$ cat src/inc/bcs_map.svh
// constants for the branch/call sequencer: field positions and reset values
`ifndef BCS_MAP_SVH
`define BCS_MAP_SVH
`define BCS_PC_W 32
`define BCS_G_BIT 31
`define BCS_L_BIT 30
`define BCS_ADDR_W 30
`define BCS_PC_RESET 32'h00000000
`define BCS_DEST_W 2
`define BCS_DEST_NONE 2'h0
`define BCS_DEST_JUMP 2'h1
`define BCS_DEST_CALL 2'h2
`define BCS_DEST_OTHER 2'h3
`define BCS_OP_W 4
`define BCS_FLAGS_W 4
`endif

$ cat src/inc/bcs_pkg.sv
// types for the branch/call sequencer
package bcs_pkg;
    typedef enum logic [1:0] {
        BCS_DEST_NONE_E = 2'h0,
        BCS_DEST_JUMP_E = 2'h1,
        BCS_DEST_CALL_E = 2'h2,
        BCS_DEST_OTHER_E = 2'h3
    } bcs_dest_t;
    typedef enum logic [3:0] {
        BCS_OP_PASS_A = 4'h0,
        BCS_OP_PASS_B = 4'h1,
        BCS_OP_ADD = 4'h2,
        BCS_OP_SUB = 4'h3,
        BCS_OP_AND = 4'h4,
        BCS_OP_OR = 4'h5,
        BCS_OP_XOR = 4'h6,
        BCS_OP_XNOR = 4'h7,
        BCS_OP_ANDN = 4'h8,
        BCS_OP_NOT_A = 4'h9
    } bcs_op_t;
endpackage

$ cat src/core/bcs_seq.sv
// branch/call sequencer: fetch/address/execute pipeline with two delay slots
`timescale 1ns/1ns
`include "bcs_map.svh"
module bcs_seq #(
    parameter int PC_W = `BCS_PC_W,
    parameter int ADDR_W = `BCS_ADDR_W
) (
    // clock and reset
    input wire logic ref_clk_i,
    input wire logic rst_i,
    // instruction fetch port
    output logic [ADDR_W-1:0] fetch_addr_o,
    output logic fetch_req_o,
    input wire logic fetch_ready_i,
    input wire logic [31:0] fetch_word_i,
    // decoded execute-stage operation, for the instruction now in execute
    input wire bcs_pkg::bcs_dest_t ex_dest_i,
    input wire bcs_pkg::bcs_op_t ex_op_i,
    input wire logic [PC_W-1:0] ex_src1_i,
    input wire logic [PC_W-1:0] ex_src2_i,
    input wire logic ex_cond_i,
    // pipeline view
    output logic [31:0] ex_word_o,
    output logic ex_valid_o,
    output logic [PC_W-1:0] ex_ipe_o,
    output logic [PC_W-1:0] pc_o,
    output logic glob_int_en_o,
    output logic loop_inhibit_o,
    output logic [PC_W-1:0] ret_ptr_o,
    output logic [`BCS_FLAGS_W-1:0] status_o,
    output logic [PC_W-1:0] ex_result_o,
    output logic branch_taken_o
);
    import bcs_pkg::*;

    logic [PC_W-1:0] pc_q, pc_d;
    logic [PC_W-1:0] ret_q, ret_d;
    logic [`BCS_FLAGS_W-1:0] st_q, st_d;
    logic [PC_W-1:0] fa_pc_q, fa_pc_d, ae_pc_q, ae_pc_d;
    logic [31:0] a_word_q, a_word_d, e_word_q, e_word_d;
    logic a_vld_q, a_vld_d, e_vld_q, e_vld_d;
    logic [PC_W-1:0] res_q, res_d;
    logic tk_q, tk_d;
    logic [PC_W-1:0] alu_res;
    logic [`BCS_FLAGS_W-1:0] alu_flags;
    logic adv;
    logic exec_en;
    logic is_jump;
    logic is_call;
    logic [ADDR_W-1:0] pc_inc;

    bcs_alu #(
        .W(PC_W)
    ) u_alu (
        .a_i(ex_src1_i),
        .b_i(ex_src2_i),
        .op_i(ex_op_i),
        .res_o(alu_res),
        .flags_o(alu_flags)
    );

    // a miss stalls fetch and freezes the whole pipe
    assign adv = fetch_ready_i;
    assign exec_en = adv && e_vld_q && ex_cond_i;
    assign is_jump = exec_en && (ex_dest_i == BCS_DEST_JUMP_E);
    assign is_call = exec_en && (ex_dest_i == BCS_DEST_CALL_E);
    assign pc_inc = pc_q[ADDR_W-1:0] + {{(ADDR_W-1){1'b0}}, 1'b1};

    always_comb begin
        pc_d = pc_q;
        ret_d = ret_q;
        st_d = st_q;
        fa_pc_d = fa_pc_q;
        ae_pc_d = ae_pc_q;
        a_word_d = a_word_q;
        e_word_d = e_word_q;
        a_vld_d = a_vld_q;
        e_vld_d = e_vld_q;
        res_d = res_q;
        tk_d = 1'b0;
        if (adv) begin
            // stage shift; delay-slot words already in A and at fetch are never squashed
            a_word_d = fetch_word_i;
            a_vld_d = 1'b1;
            fa_pc_d = pc_q;
            e_word_d = a_word_q;
            e_vld_d = a_vld_q;
            ae_pc_d = fa_pc_q;
            res_d = alu_res;
            // flags keep the g/l msbs of the current pc; increment only the address
            pc_d = {pc_q[PC_W-1:ADDR_W], pc_inc};
            if (is_jump || is_call) begin
                // same redirect for both codes: the target lands two fetches late
                pc_d = alu_res;
                tk_d = 1'b1;
            end
            if (is_call) begin // a plain jump never reaches the return pointer
                // pc+1 as seen now, ignoring any loop-end redirect
                ret_d = {pc_q[PC_W-1:ADDR_W], pc_inc};
            end
            if (exec_en && ex_dest_i == BCS_DEST_OTHER_E) begin
                st_d = alu_flags;
            end
        end
    end

    always_ff @(posedge ref_clk_i) begin
        if (rst_i) begin
            pc_q <= `BCS_PC_RESET;
            ret_q <= '0;
            st_q <= '0;
            fa_pc_q <= '0;
            ae_pc_q <= '0;
            a_word_q <= '0;
            e_word_q <= '0;
            a_vld_q <= 1'b0;
            e_vld_q <= 1'b0;
            res_q <= '0;
            tk_q <= 1'b0;
        end else begin
            pc_q <= pc_d;
            ret_q <= ret_d;
            st_q <= st_d;
            fa_pc_q <= fa_pc_d;
            ae_pc_q <= ae_pc_d;
            a_word_q <= a_word_d;
            e_word_q <= e_word_d;
            a_vld_q <= a_vld_d;
            e_vld_q <= e_vld_d;
            res_q <= res_d;
            tk_q <= tk_d;
        end
    end

    assign fetch_addr_o = pc_q[ADDR_W-1:0];
    assign fetch_req_o = 1'b1;
    assign ex_word_o = e_word_q;
    assign ex_valid_o = e_vld_q;
    assign ex_ipe_o = ae_pc_q;
    assign pc_o = pc_q;
    assign glob_int_en_o = pc_q[`BCS_G_BIT];
    assign loop_inhibit_o = pc_q[`BCS_L_BIT];
    assign ret_ptr_o = ret_q;
    assign status_o = st_q;
    assign ex_result_o = res_q;
    assign branch_taken_o = tk_q;

    a_jump_target: assert property (@(posedge ref_clk_i) disable iff (rst_i)
        (is_jump || is_call) |=> pc_q == $past(alu_res))
        else $error("pc not loaded with branch target");
    a_call_ret: assert property (@(posedge ref_clk_i) disable iff (rst_i)
        is_call |=> ret_q[ADDR_W-1:0] == $past(pc_q[ADDR_W-1:0]) + 1'b1)
        else $error("call return pointer wrong");
    a_jump_keeps_ret: assert property (@(posedge ref_clk_i) disable iff (rst_i)
        (adv && !is_call) |=> $stable(ret_q))
        else $error("return pointer changed without call");
    a_pc_status_hold: assert property (@(posedge ref_clk_i) disable iff (rst_i)
        (exec_en && ex_dest_i != BCS_DEST_OTHER_E) |=> $stable(st_q))
        else $error("pc-destination op changed status");
    a_seq_incr: assert property (@(posedge ref_clk_i) disable iff (rst_i)
        (!rst_i && adv && !is_jump && !is_call) |=>
            pc_q[ADDR_W-1:0] == $past(pc_q[ADDR_W-1:0]) + 1'b1)
        else $error("pc failed to increment");
    a_stall_hold: assert property (@(posedge ref_clk_i) disable iff (rst_i)
        !adv |=> $stable(pc_q) && $stable(a_word_q) && $stable(e_word_q))
        else $error("pipeline moved during stall");
    a_no_annul: assert property (@(posedge ref_clk_i) disable iff (rst_i)
        (!rst_i && adv) ##1 adv |=> e_word_q == $past(fetch_word_i, 2))
        else $error("fetched word did not reach execute");
    a_pipe_ipe: assert property (@(posedge ref_clk_i) disable iff (rst_i)
        (!rst_i && adv) ##1 adv |=> ae_pc_q == $past(pc_q, 2))
        else $error("execute address lags wrongly");
    c_jump: cover property (@(posedge ref_clk_i) disable iff (rst_i) is_jump);
    c_call: cover property (@(posedge ref_clk_i) disable iff (rst_i) is_call);
    c_back_to_back: cover property (@(posedge ref_clk_i) disable iff (rst_i)
        is_jump ##1 is_jump);
    c_stall: cover property (@(posedge ref_clk_i) disable iff (rst_i)
        is_call ##1 !adv);
endmodule

$ cat src/core/bcs_alu.sv
// two-input execute-stage function unit producing a result and status flags
`timescale 1ns/1ns
`include "bcs_map.svh"
module bcs_alu #(
    parameter int W = 32
) (
    // operands and function
    input wire logic [W-1:0] a_i,
    input wire logic [W-1:0] b_i,
    input wire bcs_pkg::bcs_op_t op_i,
    // result
    output logic [W-1:0] res_o,
    output logic [`BCS_FLAGS_W-1:0] flags_o
);
    import bcs_pkg::*;
    logic [W:0] sum;
    always_comb begin
        sum = '0;
        case (op_i)
            BCS_OP_PASS_A: res_o = a_i;
            BCS_OP_PASS_B: res_o = b_i;
            BCS_OP_ADD: begin
                sum = {1'b0, a_i} + {1'b0, b_i};
                res_o = sum[W-1:0];
            end
            BCS_OP_SUB: begin
                sum = {1'b0, a_i} - {1'b0, b_i};
                res_o = sum[W-1:0];
            end
            BCS_OP_AND: res_o = a_i & b_i;
            BCS_OP_OR: res_o = a_i | b_i;
            BCS_OP_XOR: res_o = a_i ^ b_i;
            BCS_OP_XNOR: res_o = ~(a_i ^ b_i);
            BCS_OP_ANDN: res_o = a_i & ~b_i;
            BCS_OP_NOT_A: res_o = ~a_i;
            default: res_o = a_i;
        endcase
        // flags: negative, carry, operand sign difference, zero
        flags_o = {res_o[W-1], sum[W], a_i[W-1] ^ b_i[W-1], res_o == '0};
    end
endmodule

$ cat config.mk
export PLATFORM = sky130hd
export DESIGN_NAME = bcs_seq
export DESIGN_NICKNAME = d
export VERILOG_FILES = /design/src/inc/bcs_pkg.sv /design/src/core/bcs_seq.sv /design/src/core/bcs_alu.sv
export VERILOG_INCLUDE_DIRS = /design/src /design/src/inc
export SDC_FILE = /design/constraint.sdc
export NUM_CORES = 1
export LEC_CHECK = 0
export BUFFER_PORTS_ARGS = -buffer_cell sky130_fd_sc_hd__buf_2
export CAP_MARGIN = 15
export CELL_PAD_IN_SITES_DETAIL_PLACEMENT = 0
export CELL_PAD_IN_SITES_GLOBAL_PLACEMENT = 1
export CORE_ASPECT_RATIO = 1.2
export CORE_MARGIN = 1
export CORE_UTILIZATION = 35
export DETAILED_ROUTE_END_ITERATION = 6
export GPL_TIMING_DRIVEN = 1
export PLACE_DENSITY = 0.66
export SYNTH_ARGS = -nofsm -noshare
export SYNTH_HDL_FRONTEND = slang
export SYNTH_SLANG_ARGS = --single-unit
$ cat constraint.sdc
create_clock -name ref_clk_i -period 5.9 [get_ports ref_clk_i]
set_input_delay 1.18 -clock ref_clk_i [delete_from_list [all_inputs] [get_ports ref_clk_i]]
set_output_delay 1.18 -clock ref_clk_i [all_outputs]
set_load 0.01 [all_outputs]
# Yosys cells after proc, flatten, opt, wreduce, memory -nomap -nowiden
# Cells that the tools add are included.
word_totals:
  register_bits: 231
  inputBits: 106
  out_inout_bits: 199
  wordCells: 51
classes:
  addsub: 3
  eq_ne: 12
  mux: 4
  bitwise: 9
  n_reduce_logical: 11
ops:
  columns: ["operator", "n"]
  rows:
  - ["one-hot mux 32 bit (9 select lines)", 1]
  - ["inverter 32 bit", 3]
  - ["one-hot mux 33 bit (2 select lines)", 1]
  - ["AND 32 bit", 2]
  - ["adder 32 x 32 -> 33 bit", 1]
  - ["subtractor 32 x 32 -> 33 bit", 1]
  - ["logical NOT 32 bit", 1]
  - ["bitwise OR 32 bit", 1]
  - ["bitwise XOR 32 bit", 1]
  - ["adder 30 x 1 -> 30 bit, second input constant", 1]
  - ["two-way mux 30 bit", 1]
  - ["== test 4 x 3 -> 1 bit, second input constant", 4]
  - ["== test 4 x 2 -> 1 bit, second input constant", 2]
  - ["== test 4 bit, second input constant", 2]
  - ["AND reduction 2 bit", 3]
  - ["logical AND 1 bit", 5]
  - ["== test 2 bit, second input constant", 2]
  - ["== test 4 x 1 -> 1 bit, second input constant", 1]
  - ["== test 2 x 1 -> 1 bit, second input constant", 1]
  - ["OR reduction 2 bit", 1]
  - ["logical OR 1 bit", 1]
  - ["two-way mux 1 bit", 1]
  - ["inverter 1 bit", 1]
  - ["bitwise XOR 1 bit", 1]

# Depth between registers and ports, before layout
depth:
  depth_word: 5
  depth_mapped: 16
  ltp_nobuf: 14

# Modules after synthesis
# A second synthesis with hierarchy kept.
hier_totals:
  cells_unflattened: 2125
  area_unflattened_um2: 16689.8
modules_own_cells:
  columns: ["mod", "n_inst", "cells_per_inst", "area_per_inst_um2", "seq_area_each_um2"]
  rows:
  - ["bcs_seq", 1, 984, 9446.6, 4624.4]
  - ["bcs_alu", 1, 1141, 7243.2, 0.0]

# Worst setup path after synthesis
# Ideal clock, no wire load.
synth_timing:
  path_type: "input-to-reg"
  from: "input port ex_src1_i[0]"
  to: "register st_q[0], in the netlist status_o[0]"
  setup_time_ns: 0.059
  arrival_ns: 4.381
  path_slack_ns: 1.460
  stages: 14
  path_buffers: 0
  cell_sequence: "inv_1 -> ha_1 -> fa_1 -> o21ba_2 -> nor4_4 -> o21a_2 -> nor2_1 -> o221a_1 -> a311o_1 -> or4_1 -> or4_1 -> nor4_1 -> nand4_1 -> nand2_1"
synth_between:
  elab_chain_cells: 4
  elab_cells_between_ends: 10
  classes_between: "add/sub (2); mux (1); bitwise (6); reduce/logical (1)"
synth_lines:
  columns: ["item", "line_no", "source"]
  rows:
  - ["from (decl)", "bcs_seq.sv:19", "input wire logic [PC_W-1:0] ex_src1_i,"]
  - ["branches (longest 2 deep; another with subtractor 32 x 32 -> 33 bit)", null, null]
  - ["one-hot mux 32 bit (9 select lines) *", "bcs_alu.sv:19", "case (op_i)"]
  - ["logical NOT 32 bit *", "bcs_alu.sv:39", "flags_o = {res_o[W-1], sum[W], a_i[W-1] ^ b_i[W-1], res_o == '0};"]
  - ["to (signal assigned)", "bcs_seq.sv:123", "st_q <= st_d;"]
  - ["to (decl)", "bcs_seq.sv:38", "logic [`BCS_FLAGS_W-1:0] st_q, st_d;"]
# Mark *: on every way between the ends.
# A chain may end at the register's enable or synchronous reset.

# Worst setup path in the final report
layout_timing:
  from: "input port ex_src2_i[0]"
  to: "register st_q[0], in the netlist status_o[0]"
layout_between:
  elab_chain_cells: 4
  elab_cells_between_ends: 10
  classes_between: "add/sub (2); mux (1); bitwise (6); reduce/logical (1)"
layout_lines:
  columns: ["item", "line_no", "source"]
  rows:
  - ["from (decl)", "bcs_seq.sv:20", "input wire logic [PC_W-1:0] ex_src2_i,"]
  - ["branches (longest 2 deep; another with subtractor 32 x 32 -> 33 bit)", null, null]
  - ["one-hot mux 32 bit (9 select lines) *", "bcs_alu.sv:19", null]
  - ["logical NOT 32 bit *", "bcs_alu.sv:39", null]
# Marked as above.

==> impl_results.md <==
- Critical Path Sink Type: flip-flop
- Max Root-Sink Buffers: 3
- Most frequent cells in the layout: 347 x nor2_1, 301 x buf_2, 231 x dfxtp_1
- DRT iter0 DRCs: 1,420
- H-tree levels: 1
- Number of flops mapped to enable cells by yosys: 0
- Die Y: 241 µm
- Top fanout value on the critical path: 4
- Min Tclk post-route: approximately 4.8 ns
- Lkg Pwr: ~8.6 nW
- Largest net degree at the start of global routing: 114
- Std-Cell Core Area: between 40,000 and 50,000 µm²
- Die ar.: around 49,000 µm²
- Synth cell types: 88
- Yosys warns: 0
- Final nets: about 2.6k
- Via count: between 15k and 20k
- Synth top area share: 0.277
- Max-cap check violation count: 0
- Worst endpoint required time: ~6.4 ns
- Sequential area share after synthesis: 0.277
- Asr flop ratio synth: 0
- Ranking of synthesized cells by area: dfxtp_1 28%, mux2i_1 10%, nor2_1 7.8%, ha_1 7.6%, a21oi_1 3.6%
- Total Power: around 0.0044 W
- Post-Syn Area: ~17,000 µm²
- # DRC: 0
- Hold Vio Cnt, Final: 0
- Cell taking the most area after synthesis: dfxtp_1
- CTS tree: yes
- Commonest non-fill, non-tap cell in the layout: nor2_1
- DRT Pass-1 Iters: 5
- Initial antenna violation count: 1
- FF-to-FF Start: pc_o[0]
- Slowest stage delay, CP: ~0.62 ns
- Layout Skew: 0.0200 ns
- GR Util All Layers: 0.267
- Top_reg_cell synth: dfxtp_1
- Post-CTS setup buffers: 0
- Syn Nets: 2,382
- CTS root buffer: clkbuf_16
- Run status: completed
- Vias/cell: around 5.7
- Mapped Cells: about 2.2k
- Worst vdd ir: around 0.25 mV
- Worst Setup SP: ex_src2_i[0]
- Hold wc startpoint: status_o[3]
- CTS resizes: 0
- Clk slew on worst S/H paths: 0.06 ns
- CP Class: in2reg
- Clk sink count: about 230
- Slowest cell on crit path: a21boi_0
- Fmax: 209 MHz
- Row cnt: 87
- First-pass GRT wire length: 101 mm
- Share of layout cells above drive strength 1: 0.178
- Rel. slew slack: 0.279
- Pins Over Slew Limit: 0
- Wirelength, routed: roughly 67 mm
- Die X: between 200 and 250 µm
- Area delta synth->final: 15.6%
- Worst Tran Pin Value: 1.08 ns
- Worst path arrival time: between 5 and 6 ns
- Total gr overflow: 0
- I/O pins: approximately 300
- # hold bufs at CTS: 0
- Syn avg cell area: between 7 and 8 µm²
- Vias in the first global route: ~16k
- Power density over the cells: about 230 nW/µm²
- Cell family with most CP delay: simple AND/OR/NAND/NOR gates
- Class of the worst hold path: reg2reg
- Fin crit share: 0.812
- CTS buffer count: 24
- Antenna viol nets, final: 0
- Count of final setup violators: 0
- CP Launch Type: primary input
- Routability cong.: between 0.9 and 1
- Starting density of the core: 0.355
- RSZ-0062 raised after global routing: false
- Setup tns final: 0 ns
- IO Port Bufs: between 300 and 400
- Routed WL per cell: between 20 and 25 µm
- Worst path cell trace: buf_2 > ha_1 > inv_1 > fa_1 > nand3b_1 > a21boi_0 > o22ai_1 > xnor2_1 > a211oi_1 > o211ai_1 > or4_1 > or4_1 > nor4_1 > nand4_1 > nand2_1
- HPWL after detailed placement: roughly 50 mm
- Worst Path Buf+Inv: 2
- Most frequent CP cell: or4_1
- Register bit count reported by yosys: around 230
- Clock latency on the worst-skew pair: ~0.53 ns
sequential cells by signal, indices dropped and copies added, names as in the netlist:
name	cells
a_word_q	32
ex_ipe_o	32
ex_result_o	32
ex_word_o	32
fa_pc_q	32
pc_o	32
ret_ptr_o	32
status_o	4
a_vld_q	1
branch_taken_o	1
ex_valid_o	1
cells by family after synthesis:
family	synth area share
muxes	0.104
AOI/OAI and AO/OA	0.238
other	0.000225
DFF	0.277
and+or+nand+nor	0.205
adders and majority gates	0.0781
buffers and inverters	0.0768
xor gates and xnor gates	0.0215
final timing paths:
kind,to,slack (ns),cells past startpoint
max,status_o[0],1.11,15
min,status_o[3],0.46,2
max reg2reg,pc_o[28],2.45,12
min reg2reg,status_o[3],0.46,2
Yosys cell counts (8+ instances only):
| master | number |
|---|---|
| a2111oi_0 | 9 |
| a211oi_1 | 64 |
| a21o_1 | 22 |
| a21oi_1 | 121 |
| a221oi_1 | 13 |
| a222oi_1 | 8 |
| a22oi_1 | 24 |
| a31oi_1 | 19 |
| a32oi_1 | 10 |
| and2_1 | 13 |
| and3_1 | 16 |
| buf_1 | 23 |
| buf_2 | 20 |
| buf_4 | 37 |
| clkbuf_1 | 110 |
| dfxtp_1 | 231 |
| ha_1 | 101 |
| inv_1 | 97 |
| mux2i_1 | 171 |
| nand2_1 | 136 |
| nand2b_1 | 25 |
| nand3_1 | 58 |
| nand4_1 | 18 |
| nor2_1 | 348 |
| nor2b_1 | 15 |
| nor3_1 | 46 |
| nor4_1 | 15 |
| o2111ai_1 | 8 |
| o211ai_1 | 23 |
| o21ai_0 | 114 |
| o21bai_1 | 8 |
| o221ai_1 | 13 |
| o22ai_1 | 15 |
| o31ai_1 | 26 |
| or3_1 | 12 |
| or3b_2 | 8 |
| xnor2_1 | 26 |
| xor2_1 | 15 |
tightest hold or removal path: cells and delay by family (launching register included):
family	cells	cell delay, ns
AO/OA/AOI/OAI	1	0.05
flip-flops	1	0.31
AND/OR/NAND/NOR	1	0.05
where the power goes:
group          total (W)  leakage [nW]  internal (W)  switching, W
Combinational    0.00108          6.34      0.000368      0.000710
Sequential       0.00164          1.88       0.00161     0.0000358
Clock            0.00165         0.421      0.000994      0.000654
cell type report:
cell class | instances | area (µm²)
Antenna cell | 1 | 2.50
Tap cell | 623 | 779
Multi-Input combinational cell | 1648 | 10800
Fill cell | 4971 | 27700
Inverter | 102 | 383
Clock buffer | 35 | 733
Sequential cell | 231 | 4620
Timing Repair Buffer | 343 | 1850
Clock inverter | 8 | 125
metrics by stage:
step	hold slack (ns)	util	instances	setup slack (ns)	cell area [µm²]
2_1_floorplan	0.434	-	2173	1.46	16700
3_3_place_gp	0.446	0.392	2947	0.718	18400
3_5_place_dp	0.451	0.392	2947	0.664	18400
4_1_cts	0.465	0.410	2990	1.19	19300
5_1_grt	0.499	0.410	2991	0.906	19300
6_report	0.460	0.410	2991	1.11	19300
routing by layer:
layer | GRT usage | vias to the layer above | routed length (µm)
met4 | 0.121 | 0 | 3120
met2 | 0.433 | 635 | 30400
li1 | - | 8113 | -
met3 | 0.0483 | 138 | 4800
met5 | 0 | - | 0
met1 | 0.345 | 8147 | 28700
Note: power is estimated with default switching activity, not from simulation.
